[src/ptmc_pkg.sv]
package ptmc_pkg;
	localparam int CNT_W = 8;
	localparam int PS_W = 5;
	localparam int MODE_W = 5;
	localparam int SRC_W = 3;
	localparam int NSRC = 8;
	localparam logic [CNT_W-1:0] COUNT_RST = 8'h00;
	localparam logic [CNT_W-1:0] PERIOD_RST = 8'hFF;
	localparam logic [PS_W-1:0] PS_RST = 5'h00;
	// Upper mode bits select the family
	localparam logic [1:0] FAM_FREE = 2'h0;
	localparam logic [1:0] FAM_ONESHOT = 2'h1;
	localparam logic [1:0] FAM_MONO = 2'h2;
	localparam logic [1:0] FAM_LEVEL = 2'h3;
	localparam logic [2:0] SUB_0 = 3'h0;
	localparam logic [2:0] SUB_1 = 3'h1;
	localparam logic [2:0] SUB_2 = 3'h2;
	localparam logic [2:0] SUB_3 = 3'h3;
	localparam logic [2:0] SUB_4 = 3'h4;
	localparam logic [2:0] SUB_5 = 3'h5;
	localparam logic [2:0] SUB_6 = 3'h6;
	localparam logic [2:0] SUB_7 = 3'h7;
	typedef enum logic [1:0] {ST_IDLE, ST_ARMED, ST_RUN, ST_DONE} ptmc_state_e;
endpackage : ptmc_pkg

[src/ptmc_trig_if.sv]
`timescale 1ns/100ps
interface ptmc_trig_if;
	logic level;
	logic rise;
	logic fall;
	modport src (output level, output rise, output fall);
	modport dst (input level, input rise, input fall);
endinterface : ptmc_trig_if

[src/ptmc_trig_sel.sv]
`timescale 1ns/100ps
module ptmc_trig_sel (
	input wire logic clk_i,
	input wire logic rst_i,
	input wire logic tick_i,
	input wire logic freeze_i,
	input wire logic [ptmc_pkg::NSRC-1:0] src_i,
	input wire logic [ptmc_pkg::SRC_W-1:0] sel_i,
	ptmc_trig_if.src trig
);
	logic sel_val;
	logic held;
	logic prev;
	assign sel_val = src_i[sel_i];
	// Sample on the timer tick so edges are in timer time; freeze holds the old level
	always_ff @(posedge clk_i)
	begin
		if (rst_i)
		begin
			held <= 1'b0;
			prev <= 1'b0;
		end
		else if (tick_i && !freeze_i)
		begin
			prev <= held;
			held <= sel_val;
		end
	end
	assign trig.level = held;
	assign trig.rise = held && !prev;
	assign trig.fall = !held && prev;
endmodule : ptmc_trig_sel

[src/ptmc_postscale.sv]
`timescale 1ns/100ps
module ptmc_postscale (
	input wire logic clk_i,
	input wire logic rst_i,
	input wire logic tick_i,
	input wire logic clear_i,
	input wire logic match_i,
	input wire logic [ptmc_pkg::PS_W-1:0] select_i,
	output logic pulse_o
);
	logic [ptmc_pkg::PS_W-1:0] ps_count;
	logic hit;
	// Select field n gives a 1:(n+1) ratio
	assign hit = match_i && (ps_count == select_i);
	always_ff @(posedge clk_i)
	begin
		if (rst_i || clear_i)
			ps_count <= ptmc_pkg::PS_RST;
		else if (tick_i && hit)
			ps_count <= ptmc_pkg::PS_RST;
		else if (tick_i && match_i)
			ps_count <= ps_count + 5'h01;
	end
	always_ff @(posedge clk_i)
	begin
		if (rst_i || clear_i)
			pulse_o <= 1'b0;
		else if (tick_i)
			pulse_o <= hit;
	end
endmodule : ptmc_postscale

[src/ptmc_top.sv]
// Operation
// One-shot: period match clears run bit, halts; needs run bit cycled to restart
// Postscaler cleared on every restart; nonzero postscale pointless in one-shot
// Monostable halts at match like one-shot but keeps run bit set
// Monostable: later trigger edge restarts halted timer without software
// Period pulse lasts one tick when postscaler count equals select field
// Postscaler counter advances on every count/period match
// Each timer has its own trigger source selector
// Mode comes from 5-bit mode field
// Trigger source spaces edges at least six ticks apart
// Trigger source holds levels at least three ticks
// Trigger activity ignored during debug freeze
// Mode 00/000: count while run bit set, pulse on match
// Codes 001/010: count only while trigger high/low and run set
// Codes 011/100/101: reset on any/rising/falling edge, stop by run bit
// Codes 110/111: hold reset while trigger low/high
// One-shot 000: run bit starts; ends on clear or after match
// One-shot 001/010/011: start on rising/falling/any edge, no reset
// One-shot 100/101 edge start+reset; 110/111 edge start, level reset
// Monostable 001/010: edge start, stop on clear or after match
// Level one-shot 110/111: level start, opposite level reset
// On match, signal postscaler and clear count next tick
// Edge-start modes need fresh edge after run bit re-set
// One-shot: tick after match clears run bit, count stops at zero
// Monostable: tick after match stops at zero, run bit kept
// Reserved codes hold count and produce no period pulse
`timescale 1ns/100ps
module ptmc_top (
	input wire logic CLOCK_I,
	input wire logic SYS_RST_I,
	input wire logic TICK_I,
	input wire logic FREEZE_I,
	input wire logic RUN_SET_I,
	input wire logic RUN_CLR_I,
	input wire logic [ptmc_pkg::MODE_W-1:0] MODE_I,
	input wire logic [ptmc_pkg::PS_W-1:0] POSTSCALE_SELECT_I,
	input wire logic [ptmc_pkg::SRC_W-1:0] TRIGGER_SOURCE_SELECT_I,
	input wire logic [ptmc_pkg::NSRC-1:0] TRIGGER_SOURCES_I,
	input wire logic PERIOD_WR_I,
	input wire logic [ptmc_pkg::CNT_W-1:0] PERIOD_VALUE_I,
	input wire logic COUNT_WR_I,
	input wire logic [ptmc_pkg::CNT_W-1:0] COUNT_WR_DATA_I,
	input wire logic CONTROL_WR_I,
	output logic RUN_BIT_O,
	output logic [ptmc_pkg::CNT_W-1:0] COUNT_VALUE_O,
	output logic [ptmc_pkg::CNT_W-1:0] PERIOD_BUFFER_O,
	output logic PERIOD_PULSE_OUT_O,
	output logic RUNNING_O
);
	////////////////////////////////////////////////////////////////////////////
	ptmc_trig_if trig ();
	logic [1:0] fam;
	logic [2:0] sub;
	logic [ptmc_pkg::CNT_W-1:0] period_value;
	logic [ptmc_pkg::CNT_W-1:0] count_value;
	logic [ptmc_pkg::CNT_W-1:0] period_buffer;
	logic run_bit;
	logic run_prev;
	ptmc_pkg::ptmc_state_e state;
	logic match;
	logic reserved;
	logic one_shot;
	logic mono;
	logic edge_start;
	logic start_ev;
	logic hw_reset;
	logic gate_ok;
	logic counting;
	logic restart;
	logic ext_reset_ev;
	logic pulse;

	assign fam = MODE_I[4:3];
	assign sub = MODE_I[2:0];

	ptmc_trig_sel u_sel (
		.clk_i(CLOCK_I),
		.rst_i(SYS_RST_I),
		.tick_i(TICK_I),
		.freeze_i(FREEZE_I),
		.src_i(TRIGGER_SOURCES_I),
		.sel_i(TRIGGER_SOURCE_SELECT_I),
		.trig(trig.src)
	);

	////////////////////////////////////////////////////////////////////////////
	// Mode decode
	always_comb
	begin
		reserved = 1'b0;
		one_shot = 1'b0;
		mono = 1'b0;
		edge_start = 1'b0;
		start_ev = 1'b0;
		hw_reset = 1'b0;
		gate_ok = 1'b1;
		unique case (fam)
			ptmc_pkg::FAM_FREE:
			begin
				unique case (sub)
					ptmc_pkg::SUB_0: gate_ok = 1'b1;
					ptmc_pkg::SUB_1: gate_ok = trig.level;
					ptmc_pkg::SUB_2: gate_ok = !trig.level;
					ptmc_pkg::SUB_3: hw_reset = trig.rise || trig.fall;
					ptmc_pkg::SUB_4: hw_reset = trig.rise;
					ptmc_pkg::SUB_5: hw_reset = trig.fall;
					ptmc_pkg::SUB_6: hw_reset = !trig.level;
					ptmc_pkg::SUB_7: hw_reset = trig.level;
				endcase
			end
			ptmc_pkg::FAM_ONESHOT:
			begin
				one_shot = 1'b1;
				edge_start = (sub != ptmc_pkg::SUB_0);
				unique case (sub)
					ptmc_pkg::SUB_0: start_ev = 1'b1;
					ptmc_pkg::SUB_1: start_ev = trig.rise;
					ptmc_pkg::SUB_2: start_ev = trig.fall;
					ptmc_pkg::SUB_3: start_ev = trig.rise || trig.fall;
					ptmc_pkg::SUB_4:
					begin
						start_ev = trig.rise;
						hw_reset = trig.rise;
					end
					ptmc_pkg::SUB_5:
					begin
						start_ev = trig.fall;
						hw_reset = trig.fall;
					end
					ptmc_pkg::SUB_6:
					begin
						start_ev = trig.rise;
						hw_reset = !trig.level;
					end
					ptmc_pkg::SUB_7:
					begin
						start_ev = trig.fall;
						hw_reset = trig.level;
					end
				endcase
			end
			ptmc_pkg::FAM_MONO:
			begin
				mono = 1'b1;
				edge_start = 1'b1;
				unique case (sub)
					ptmc_pkg::SUB_1: start_ev = trig.rise;
					ptmc_pkg::SUB_2: start_ev = trig.fall;
					ptmc_pkg::SUB_3: start_ev = trig.rise || trig.fall;
					default: reserved = 1'b1;
				endcase
			end
			ptmc_pkg::FAM_LEVEL:
			begin
				one_shot = 1'b1;
				unique case (sub)
					ptmc_pkg::SUB_6:
					begin
						start_ev = trig.level;
						hw_reset = !trig.level;
					end
					ptmc_pkg::SUB_7:
					begin
						start_ev = !trig.level;
						hw_reset = trig.level;
					end
					default: reserved = 1'b1;
				endcase
			end
		endcase
	end

	////////////////////////////////////////////////////////////////////////////
	// Start/halt sequencing
	assign match = (count_value == period_buffer);
	assign counting = run_bit && (state == ptmc_pkg::ST_RUN) && gate_ok && !hw_reset
		&& !reserved && !FREEZE_I;
	assign restart = TICK_I && !reserved && (state != ptmc_pkg::ST_RUN) && run_bit
		&& (state != ptmc_pkg::ST_DONE || mono) && start_ev;
	assign ext_reset_ev = TICK_I && run_bit && hw_reset && !reserved;

	always_ff @(posedge CLOCK_I)
	begin
		if (SYS_RST_I)
			state <= ptmc_pkg::ST_IDLE;
		else if (!run_bit)
			state <= ptmc_pkg::ST_IDLE;
		else if (fam == ptmc_pkg::FAM_FREE)
			state <= ptmc_pkg::ST_RUN;
		else if (TICK_I && counting && match && (one_shot || mono))
			state <= ptmc_pkg::ST_DONE;
		else if (restart)
			state <= ptmc_pkg::ST_RUN;
	end

	// Run bit: software set/clear; one-shot completion clears it
	always_ff @(posedge CLOCK_I)
	begin
		if (SYS_RST_I)
			run_bit <= 1'b0;
		else if (RUN_SET_I)
			run_bit <= 1'b1;
		else if (RUN_CLR_I)
			run_bit <= 1'b0;
		else if (TICK_I && counting && match && one_shot)
			run_bit <= 1'b0;
	end

	always_ff @(posedge CLOCK_I)
	begin
		if (SYS_RST_I)
			run_prev <= 1'b0;
		else
			run_prev <= run_bit;
	end

	////////////////////////////////////////////////////////////////////////////
	// Count and period buffer
	always_ff @(posedge CLOCK_I)
	begin
		if (SYS_RST_I)
			count_value <= ptmc_pkg::COUNT_RST;
		else if (COUNT_WR_I)
			count_value <= COUNT_WR_DATA_I;
		else if (ext_reset_ev || restart)
			count_value <= ptmc_pkg::COUNT_RST;
		else if (TICK_I && counting && match)
			count_value <= ptmc_pkg::COUNT_RST;
		else if (TICK_I && counting)
			count_value <= count_value + 8'h01;
	end

	always_ff @(posedge CLOCK_I)
	begin
		if (SYS_RST_I)
			period_value <= ptmc_pkg::PERIOD_RST;
		else if (PERIOD_WR_I)
			period_value <= PERIOD_VALUE_I;
	end

	// Buffer reloads keep a mid-period write from truncating the running period
	always_ff @(posedge CLOCK_I)
	begin
		if (SYS_RST_I)
			period_buffer <= ptmc_pkg::PERIOD_RST;
		else if (COUNT_WR_I || CONTROL_WR_I || ext_reset_ev || (TICK_I && counting && match))
			period_buffer <= period_value;
	end

	////////////////////////////////////////////////////////////////////////////
	// Postscaler
	ptmc_postscale u_ps (
		.clk_i(CLOCK_I),
		.rst_i(SYS_RST_I),
		.tick_i(TICK_I),
		.clear_i(COUNT_WR_I || CONTROL_WR_I || ext_reset_ev || restart
			|| (run_bit && !run_prev)),
		.match_i(counting && match),
		.select_i(POSTSCALE_SELECT_I),
		.pulse_o(pulse)
	);

	assign RUN_BIT_O = run_bit;
	assign COUNT_VALUE_O = count_value;
	assign PERIOD_BUFFER_O = period_buffer;
	assign PERIOD_PULSE_OUT_O = pulse;
	assign RUNNING_O = counting;
endmodule : ptmc_top

[config.mk]
export PLATFORM = sky130hd
export DESIGN_NAME = ptmc_top
export DESIGN_NICKNAME = d
export VERILOG_FILES = /design/src/ptmc_pkg.sv /design/src/ptmc_trig_if.sv /design/src/ptmc_trig_sel.sv /design/src/ptmc_postscale.sv /design/src/ptmc_top.sv
export SDC_FILE = /design/constraint.sdc
export NUM_CORES = 1
export LEC_CHECK = 0
export BUFFER_PORTS_ARGS = -buffer_cell sky130_fd_sc_hd__buf_2
export CAP_MARGIN = 10
export CORE_ASPECT_RATIO = 1.2
export CORE_MARGIN = 5
export CORE_UTILIZATION = 30
export CTS_CLUSTER_DIAMETER = 40
export DETAILED_ROUTE_END_ITERATION = 12
export GPL_ROUTABILITY_DRIVEN = 0
export HOLD_SLACK_MARGIN = 0.12
export SLEW_MARGIN = 20
export SYNTH_ARGS = -nofsm -noshare
export SYNTH_HDL_FRONTEND = slang
export SYNTH_SLANG_ARGS = --single-unit
[constraint.sdc]
create_clock -name CLOCK_I -period 2.6 [get_ports CLOCK_I]
set_input_delay 0.39 -clock CLOCK_I [delete_from_list [all_inputs] [get_ports CLOCK_I]]
set_output_delay 0.39 -clock CLOCK_I [all_outputs]
set_load 0.02 [all_outputs]
==> results of run 1 <==
-- cell usage after synthesis, drive strengths merged, types with 5 or more instances --
library cell   n  area [µm²]
xor2          14         123
buf            5        43.8
dfxtp         36         721
a21oi         16        80.1
nand2         28         113
nor4           8        71.3
mux2i         19         190
and3           7        45.1
clkbuf        10         108
a211oi         6        60.1
inv           11        41.3
nor2          25        93.8
nand3          7        35.0
nor3b          5        42.5
o21ai          6        30.0
nor3          12        71.3
xnor2          5        43.8
-- critical path: stages (launching register included) --
cell and delay, ns:
dfxtp_1 0.31, buf_4 0.15, ha_2 0.19, mux2_4 0.27, a32o_1 0.23, or2_4 0.29, nor2_4 0.11, and2_4 0.14
buf_4 0.13
-- power by group --
group	internal, mW	switching (mW)
logic	0.118	0.151
clock network	0.284	0.208
registers	0.574	0.0212
total	0.975	0.380
-- logic make-up (layout without fill, tap and decap cells) --
logic type | count (synthesis) | count (layout) | share of synthesized area, %
buf+inv | 27 | 96 | 8.08
mux | 22 | 22 | 9.91
fa+ha+maj | 4 | 4 | 1.98
xor+xnor | 19 | 19 | 6.59
compound gates | 60 | 60 | 18.8
flops | 36 | 36 | 28.5
simple gates | 117 | 117 | 26.1
-- final cells by class --
cell class              instances  area [µm²]
well taps                     114         143
multi-input cells             222        1630
repair buffers                 77         420
clock buffers                   5        68.8
fillers                       866        5090
flip-flops and latches         36         721
clock inverters                 3        42.5
inverters                      11        41.3
-- placed cells by master, fill, tap and decap left out, drive strengths merged, types with 2 or more instances in the layout --
cell    instances
nand2          28
o221ai          3
o31a            2
or3             3
nor4            8
dfxtp          36
nor4b           2
and2            4
nand4           2
nand2b          3
ha              4
a21oi          16
a211oi          6
xnor2           5
nor3b           5
inv            11
and3            7
mux2i          19
buf            77
o41ai           3
a221oi          4
a32o            2
a211o           2
nor2b           4
and2b           2
nor2           25
xor2           14
nand3           7
o21ai           6
or2             2
mux4            2
a31oi           2
clkbuf          5
a21o            4
nor3           12
-- final timing paths --
| kind | from | to | slack [ns] |
|---|---|---|---|
| setup / recovery | u_sel.trig.level$_SDFFE_PP0P_ | RUNNING_O | 0.08 |
| setup reg to reg | u_sel.trig.level$_SDFFE_PP0P_ | COUNT_VALUE_O[4]$_SDFFE_PP0P_ | 0.11 |
| hold reg to reg | period_value[6]$_SDFFE_PP1P_ | period_value[6]$_SDFFE_PP1P_ | 0.48 |
| hold / removal | PERIOD_VALUE_I[2] | period_value[2]$_SDFFE_PP1P_ | 0.31 |
-- sequential cells by signal (all words and copies together) (netlist names) --
register and count:
COUNT_VALUE_O 8, PERIOD_BUFFER_O 8, RUN_BIT_O 1, period_value 8, run_prev 1, state 2
u_ps.ps_count 5, u_ps.pulse_o 1, u_sel.prev 1, u_sel.trig.level 1
-- timing repair --
item,CTS,global route
endpoints found under the setup margin,1,12
hold buffers,0,0
buffers inserted,2,1
resized for setup,4,4
pin swaps,3,1
-- routing by layer --
metal / share of wire (%) / GRT usage, %
met4: 1.4 / 4.53
met5: 0 / 0
met1: 40 / 15.4
met2: 52 / 23.5
met3: 6.0 / 2.99
==> results by group, run 1 <==
Floorplan
  • Chip Width: 93.7 µm
  • Core area: 0.00815 mm²
  • Die Y: 110 µm
  • Starting Density: 31.0%
  • Full die area: 0.0104 mm²
  • # IOs: 65
  • Row count: 36

Outcome
  • Status: complete, no violations

Synth
  • Synthesized instance count: 285
  • Syn Std Cell Area: 0.00252 mm²
  • Asr flop ratio synth: 0%
  • Avg Inst Size Synth: 8.86 µm²
  • Syn_nets: 335
  • Synth unique cells: 68
  • YS warnings: 0
  • Post-synth EDFFs: 0
  • Seq/Total Area, Yosys: 28.5%
  • Synth Register Bits: 36
  • Top FF cell, synth: dfxtp_1

CTS
  • Total CTS buffers: 5
  • Clock buffer depth: 2
  • CTS tree: yes
  • H-tree depth: 2
  • Worst skew pair latency: 0.29 ns
  • Worst-path clk slew: 0.08 ns
  • Root buffer cell: clkbuf_8
  • Clock sink count: 36

STA
  • Slew Limit Headroom: 65.4%
  • Layout Skew: 0.00813 ns
  • Final setup fails: 0
  • Unrepaired setup endpoints after global routing: false
  • Worst hold slack: 0.313 ns
  • Fin crit period: 2.52 ns
  • Setup TNS: 0 ns
  • Crit share post-route: 96.8%
  • Fmax: 397 MHz
  • Max Transition Viols Final: 0
  • Final Worst Setup Slack: 0.0824 ns
  • Slew @ Worst Pin: 0.506 ns
  • Final Hold Vio Count: 0

GRT
  • First-pass GRT wire length: 11.3 mm
  • Number of global-route vias before repair: 2421
  • Largest net degree at the start of global routing: 17
  • Global Route Usage Sum: 13.3%
  • Initial antenna violation count: 0
  • GR Overflow Total: 0

Cells and area
  • Final Non-Filler Cells: 468
  • Fin area: 0.00307 mm²
  • # diodes: 0
  • Layout area overhead: 21.5%
  • Layout Nets: 403
  • Layout cells sized above 1: 34.5%
  • Final core occ: 37.6%

Worst setup path
  • CP Class: reg -> out
  • Crit path max fanout: 6
  • FF-to-FF path depth: 9
  • Critical Path RT: 2.21 ns
  • Worst setup SP type: register
  • Critical Path AT: 2.13 ns
  • Crit path capture type: output pin

Place
  • Dpl ws: 0.0623 ns
  • Placed cell count: 457
  • # port buffers: 64
  • Area after DPL: 0.00290 mm²
  • Dpl hpwl: 5.35 mm

Routing
  • TritonRoute pass-1 iters: 6
  • Vias: 2342
  • Drt initial violations: 89
  • Drt via density: 5.00
  • Drc violations: 0
  • Final wirelength: 6.79 mm
  • Routed Antenna Nets: 0
  • Routed WL per cell: 14.5 µm

Run
  • Max_cap viols: 0

Power and ir drop
  • VDD IR max: 0.000319 V
  • Leakage: 1.27 nW
  • Total power: 1.35 mW
  • Pwr dens: 442 mW/mm²

Worst hold path
  • Worst min-delay path class: in -> reg
  • Worst hold stages: 3
No activity file was read; power rests on OpenSTA's default activity.
==> run 2: changes to the inputs <==
Settings changed: CELL_PAD_IN_SITES_DETAIL_PLACEMENT from default to 1, CELL_PAD_IN_SITES_GLOBAL_PLACEMENT from default to 1, PLACE_DENSITY_LB_ADDON from default to 0.1.
==> results by group, run 2 (synthesized netlist as in run 1, its figures left out) <==
Worst setup path
  • Critical Path RT: 2.21 ns (about the same)
  • Slowest CP cell: dfxtp_4
  • CP Class: reg -> out
  • Crit path cell chain: inv_2 -> ha_4 -> mux2_4 -> a32o_2 -> or2_4 -> nor2_2 -> and2_1 -> buf_2
  • Largest stage delay, worst path: 0.37 ns (+0.06 ns)
  • Crit path max fanout: 4 (-2)
  • Worst setup SP type: register
  • Critical Path AT: 2.16 ns (+0.03 ns)
  • Crit path capture type: output pin

CTS
  • Clock sink count: 36 (unchanged)
  • CTS tree: yes
  • Worst skew pair latency: 0.30 ns (about the same)
  • Worst-path clk slew: 0.08 ns (about the same)
  • Clock buffer depth: 2 (unchanged)
  • H-tree depth: 2 (unchanged)
  • Total CTS buffers: 5 (unchanged)
  • Root buffer cell: clkbuf_8
  • CTS Hold Bufs: 0 (unchanged)

Worst hold path
  • Worst min-delay path class: in -> reg

Floorplan
  • Chip Width: 93.7 µm (unchanged)
  • # IOs: 65 (unchanged)
  • Starting Density: 31.0% (unchanged)
  • Die Y: 110 µm (unchanged)
  • Core area: 0.00815 mm² (unchanged)
  • Full die area: 0.0104 mm² (unchanged)
  • Row count: 36 (unchanged)

Routing
  • Drc violations: 0 (unchanged)
  • Final wirelength: 7.85 mm (+16%)
  • Vias: 2361 (+0.81%)
  • Routed Antenna Nets: 0 (unchanged)
  • Drt initial violations: 102 (+15%)
  • TritonRoute pass-1 iters: 4 (-2)
  • Routed WL per cell: 16.6 µm (+14%)
  • Drt via density: 4.99 (-0.25%)

STA
  • Final setup fails: 0 (unchanged)
  • Crit share post-route: 98.0% (+1.1 points)
  • Slew @ Worst Pin: 0.619 ns (+0.114 ns)
  • Fin crit period: 2.55 ns (+0.0294 ns)
  • Worst hold slack: 0.304 ns (-0.00887 ns)
  • Slew Limit Headroom: 57.7% (-7.8 points)
  • Final Hold Vio Count: 0 (unchanged)
  • Max Transition Viols Final: 0 (unchanged)
  • Fmax: 393 MHz (-1.2%)
  • Layout Skew: 0.0131 ns (+0.00494 ns)

GRT
  • Initial antenna violation count: 0 (unchanged)
  • Global Route Usage Sum: 15.0% (+1.8 points)
  • GR Overflow Total: 0 (unchanged)
  • Number of global-route vias before repair: 2489 (+2.8%)
  • First-pass GRT wire length: 12.6 mm (+11%)
  • Largest net degree at the start of global routing: 17 (unchanged)

Run
  • Max_cap viols: 0 (unchanged)

Power and ir drop
  • Sw frac: 28.9% (+0.92 points)
  • Flop pwr share: 43.1% (-0.8 points)
  • Switching Power: 401 µW (+5.6%)
  • VDD IR max: 0.000284 V (-11%)
  • Pwr dens: 440 mW/mm² (-0.40%)
  • Internal power: 984 µW (+0.89%)
  • Clock Power Share: 36.1% (-0.2 points)
  • Comb pwr share: 20.8% (+1.0 points)
  • Leakage: 1.31 nW (+3.2%)

Cells and area
  • Fill cell count: 1005 (+16%)
  • Most common cell after layout, fill and taps aside: buf_2
  • Reg area: 728 µm² (+1.0%)
  • Layout area overhead: 24.6%
  • Area occupied by multi-input gates: 0.00166 mm² (+1.8%)
  • Layout Nets: 408 (+1.2%)
  • Final Non-Filler Cells: 473 (+1.1%)
  • Layout cells sized above 1: 37.0% (+2.6 points)
  • # diodes: 0 (unchanged)
  • Most frequent cells in the layout: 64 x buf_2, 34 x dfxtp_1, 27 x nand2_1, 24 x nor2_1, 19 x mux2i_1

Place
  • Placed cell count: 459 (+0.44%)
  • # port buffers: 64 (unchanged)
  • Dpl hpwl: 6.10 mm (+14%)

Outcome
  • Status: complete, no violations
## run 2: worst paths after layout
kind | from | to | slack, ns | depth (start not counted)
worst max-delay path | u_sel.prev$_SDFFE_PP0P_ | RUNNING_O | 0.05 | 8
worst min-delay path | PERIOD_VALUE_I[6] | period_value[6]$_SDFFE_PP1P_ | 0.30 | 3
worst max register to register | u_sel.prev$_SDFFE_PP0P_ | COUNT_VALUE_O[4]$_SDFFE_PP0P_ | 0.08 | 9
worst min register to register | period_value[2]$_SDFFE_PP1P_ | period_value[2]$_SDFFE_PP1P_ | 0.48 | 2
## run 2: metrics by stage
step	setup WS [ns]	area [µm²]	total power [mW]	util, %	TNS, ns
CTS	0.00323	3040	1.39	37.3	0
detailed placement	0.0294	2920	0.882	35.8	0
global route	-0.0270	3150	1.46	38.6	-0.0270
global placement	0.144	2920	0.879	35.8	0
floorplan	0.135	2520	0.792	-	0
finish	0.0529	3150	1.38	38.6	0
## run 2: power by group through the flow
stage	clock, mW	combinational (mW)	sequential, mW
6_report	0.500	0.288	0.597
5_1_grt	0.542	0.316	0.600
4_1_cts	0.517	0.276	0.598
3_5_place_dp	0	0.272	0.610
3_3_place_gp	0	0.269	0.610
2_1_floorplan	0	0.172	0.620
## run 2: critical path: cells and delay by family (launching register included)
family	cells	cell delay, ns
mux	1	0.27
compound gates	1	0.25
simple gates	3	0.62
fa+ha+maj	1	0.16
flops	1	0.37
buf+inv	2	0.21
## run 2: final cells by class
| type | instances | share of cell area [%] |
|---|---|---|
| multi-input cells | 222 | 52.8 |
| flip-flops and latches | 36 | 23.1 |
| repair buffers | 82 | 14.7 |
| well taps | 114 | 4.53 |
| clock buffers | 5 | 2.19 |
| clock inverters | 3 | 1.35 |
| inverters | 11 | 1.31 |
## run 2: repair_timing
item	in CTS	in global routing
setup endpoints to repair	1	13
pin swaps	2	5
buffers inserted	1	5
gates resized for setup	3	16
## run 2: metal layers
| metal | part of all wire [%] | vias up | track usage (%) |
|---|---|---|---|
| met5 | 0 | - | 0 |
| met4 | 1.1 | 0 | 3.76 |
| met3 | 3.2 | 6 | 2.65 |
| met2 | 51 | 39 | 26.1 |
| met1 | 45 | 1134 | 19.0 |
| li1 | - | 1182 | - |
==> run 3: changes to the inputs <==
Settings changed: ABC_AREA from default to 1.
==> results by group, run 3 <==
Outcome
  • Status: complete, no violations

Cells and area
  • Most frequent cells in the layout: 97 x nand2_1, 64 x buf_2, 48 x nor2_1, 45 x nand3_1, 36 x dfxtp_1
  • Layout Nets: 485 (+19%)
  • Layout area overhead: 20.5%
  • Fill cell count: 1071 (+6.6%)
  • Layout cells sized above 1: 26.8% (-10 points)
  • Most common cell after layout, fill and taps aside: nand2_1
  • # diodes: 0 (unchanged)
  • Final core occ: 36.9% (-1.7 points)

Floorplan
  • Die Y: 109 µm (-1.0%)
  • Starting Density: 30.6% (-0.35 points)
  • Core area: 0.00806 mm² (-1.1%)
  • Full die area: 0.0102 mm² (-2.0%)
  • Chip Width: 92.8 µm (-1.0%)
  • # IOs: 65 (unchanged)
  • Row count: 36 (unchanged)

Synth
  • Top FF cell, synth: dfxtp_1
  • Seq/Total Area, Yosys: 29.2% (+0.65 points)
  • Syn_nets: 420 (+25%)
  • YS warnings: 0 (unchanged)
  • Post-synth EDFFs: 0 (unchanged)
  • Synth area leaders: dfxtp_1 29%, nand2_1 15%, nand3_1 9.1%, nor2_1 7.3%, inv_1 5.2%
  • Synth unique cells: 36 (-47%)
  • Most frequent cell after synthesis: nand2_1
  • Post-synth top area cell: dfxtp_1
  • Synthesized instance count: 370 (+30%)
  • Avg Inst Size Synth: 6.67 µm² (-25%)
  • Asr flop ratio synth: 0% (unchanged)
  • Post-synth top cells: 97 x nand2_1, 48 x nor2_1, 45 x nand3_1
  • Post-synth top area share: 29.2% (+0.65 points)
  • Syn Std Cell Area: 0.00247 mm² (-2.2%)
  • Synth Register Bits: 36 (unchanged)

GRT
  • Initial antenna violation count: 0 (unchanged)
  • Number of global-route vias before repair: 2607 (+4.7%)
  • Largest net degree at the start of global routing: 23 (+6)
  • First-pass GRT wire length: 12.4 mm (-1.4%)
  • Global Route Usage Sum: 15.2% (+0.20 points)
  • GR Overflow Total: 0 (unchanged)

Worst setup path
  • Largest stage delay, worst path: 0.40 ns (+0.03 ns)
  • CP Class: reg -> out
  • Worst reg2reg startpoint: u_sel.trig.level$_SDFFE_PP0P_
  • Critical Path AT: 1.90 ns (-0.26 ns)
  • Worst setup SP type: register
  • FF-to-FF End: COUNT_VALUE_O[2]$_SDFFE_PP0P_
  • Slowest CP cell: dfxtp_1
  • Crit path max fanout: 5 (+1)
  • Critical Path RT: 2.21 ns (about the same)
  • Worst setup endpoint: RUNNING_O
  • CP Launch Point: u_sel.trig.level$_SDFFE_PP0P_
  • FF-to-FF path depth: 14 (+5)
  • Crit-path most repeated cell: nand2_1
  • R2R setup slack: 0.51 ns (+0.43 ns)
  • Crit path capture type: output pin
  • Crit path cell chain: inv_1 -> ha_1 -> nand3_1 -> nand2_1 -> nand2_1 -> nand2_1 -> nand2_2 -> nand2_2 -> nor3_2 -> buf_2

STA
  • Fin crit period: 2.29 ns (-0.257 ns)
  • Unrepaired setup endpoints after global routing: false
  • Layout Skew: 0.0104 ns (-0.00272 ns)
  • Setup TNS: 0 ns (unchanged)
  • Final setup fails: 0 (unchanged)
  • Max Transition Viols Final: 0 (unchanged)
  • Crit share post-route: 88.1% (-9.9 points)
  • Fmax: 437 MHz (+11%)
  • Slew @ Worst Pin: 0.417 ns (-0.202 ns)
  • Slew Limit Headroom: 72.1% (+14 points)
  • Final Hold Vio Count: 0 (unchanged)

Place
  • # port buffers: 64 (unchanged)
  • Dpl hpwl: 5.93 mm (-2.8%)

CTS
  • # resized after CTS: 0 (-3)
  • Post-CTS Setup Inserts: 0 (-1)
  • CTS Hold Bufs: 0 (unchanged)
  • H-tree depth: 2 (unchanged)
  • Root buffer cell: clkbuf_8
  • Clock sink count: 36 (unchanged)
  • CTS tree: yes
  • Worst-path clk slew: 0.09 ns (about the same)
  • Total CTS buffers: 5 (unchanged)
  • Clock buffer depth: 2 (unchanged)
  • Worst skew pair latency: 0.30 ns (about the same)

Routing
  • TritonRoute pass-1 iters: 4 (unchanged)
  • Vias: 2502 (+6.0%)
  • Drt via density: 4.71 (-5.6%)
  • Routed WL per cell: 13.7 µm (-17%)
  • Drt initial violations: 71 (-30%)
  • Routed Antenna Nets: 0 (unchanged)
  • Final wirelength: 7.29 mm (-7.1%)
  • Drc violations: 0 (unchanged)

Run
  • Max_cap viols: 0 (unchanged)

Power and ir drop
  • Leakage: 1.45 nW (+10%)
  • Pwr dens: 452 mW/mm² (+2.6%)
  • VDD IR max: 0.000207 V (-27%)

Worst hold path
  • Worst min-delay path class: in -> reg
## run 3: changes by cell type after synthesis, moves of 10 or more
cell | previous run | this run
inv_1 | 11 | 34
nand2_1 | 27 | 97
mux2i_1 | 19 | 2
nand3_2 | 0 | 10
nand3_1 | 7 | 45
nor2_1 | 25 | 48
## run 3: layout make-up
| cell class | count | area (µm²) | share of cell area (%) |
|---|---|---|---|
| Inverter | 43 | 171 | 5.76 |
| Clock inverter | 3 | 23.8 | 0.799 |
| Sequential cell | 36 | 721 | 24.2 |
| Timing Repair Buffer | 68 | 350 | 11.8 |
| Multi-Input combinational cell | 281 | 1520 | 51.1 |
| Tap cell | 95 | 119 | 4.00 |
| Clock buffer | 5 | 68.8 | 2.31 |
## run 3: worst max-delay path, delay by kind of cell (launching register included)
| family | cells | cell delay (ns) |
|---|---|---|
| simple gates | 7 | 0.64 |
| flops | 1 | 0.40 |
| buf+inv | 2 | 0.31 |
| fa+ha+maj | 1 | 0.24 |
## run 3: where the power goes
group | internal, mW | total (mW) | leakage (nW) | switching, mW
clock network | 0.190 | 0.431 | 0.0404 | 0.241
registers | 0.583 | 0.616 | 0.297 | 0.0325
logic | 0.116 | 0.297 | 1.11 | 0.180
## run 3: stage by stage
stage / hold WS [ns] / setup WS [ns] / cells / instance area (µm²) / total power [mW]
detailed placement: 0.446 / 0.495 / 523 / 2880 / 0.932
floorplan: 0.429 / 0.692 / 370 / 2470 / 0.821
CTS: 0.282 / 0.278 / 531 / 2970 / 1.36
global placement: 0.441 / 0.616 / 523 / 2880 / 0.926
global route: 0.295 / 0.156 / 531 / 2970 / 1.43
finish: 0.288 / 0.310 / 531 / 2970 / 1.34
## run 3: metal layers
metal  global-route usage (%)  wire [µm]  up-vias
li1                         -          -     1303
met2                     26.7       3520       50
met3                     2.81        327        6
met4                     4.71         98        0
met1                     19.0       3350     1143
met5                        0          0        -
## run 3: worst min-delay path by stage
stage | startpoint | to | slack (ns) | depth (start not counted)
CTS | PERIOD_VALUE_I[5] | period_value[5]$_SDFFE_PP1P_ | 0.28 | 3
global placement | period_value[6]$_SDFFE_PP1P_ | PERIOD_BUFFER_O[6]$_SDFFE_PP1P_ | 0.44 | 2
finish | PERIOD_VALUE_I[5] | period_value[5]$_SDFFE_PP1P_ | 0.29 | 3
floorplan | period_value[0]$_SDFFE_PP1P_ | PERIOD_BUFFER_O[0]$_SDFFE_PP1P_ | 0.43 | 2
global route | PERIOD_VALUE_I[5] | period_value[5]$_SDFFE_PP1P_ | 0.29 | 3
detailed placement | period_value[1]$_SDFFE_PP1P_ | period_value[1]$_SDFFE_PP1P_ | 0.45 | 2
## run 3: logic make-up after synthesis
family          count (synthesis)  share of synthesized area [%]
flops                          36                           29.2
simple gates                  230                           46.3
xor+xnor                       16                           5.68
compound gates                 29                           6.74
mux                             2                          0.811
buf+inv                        53                           9.22
fa+ha+maj                       4                           2.03
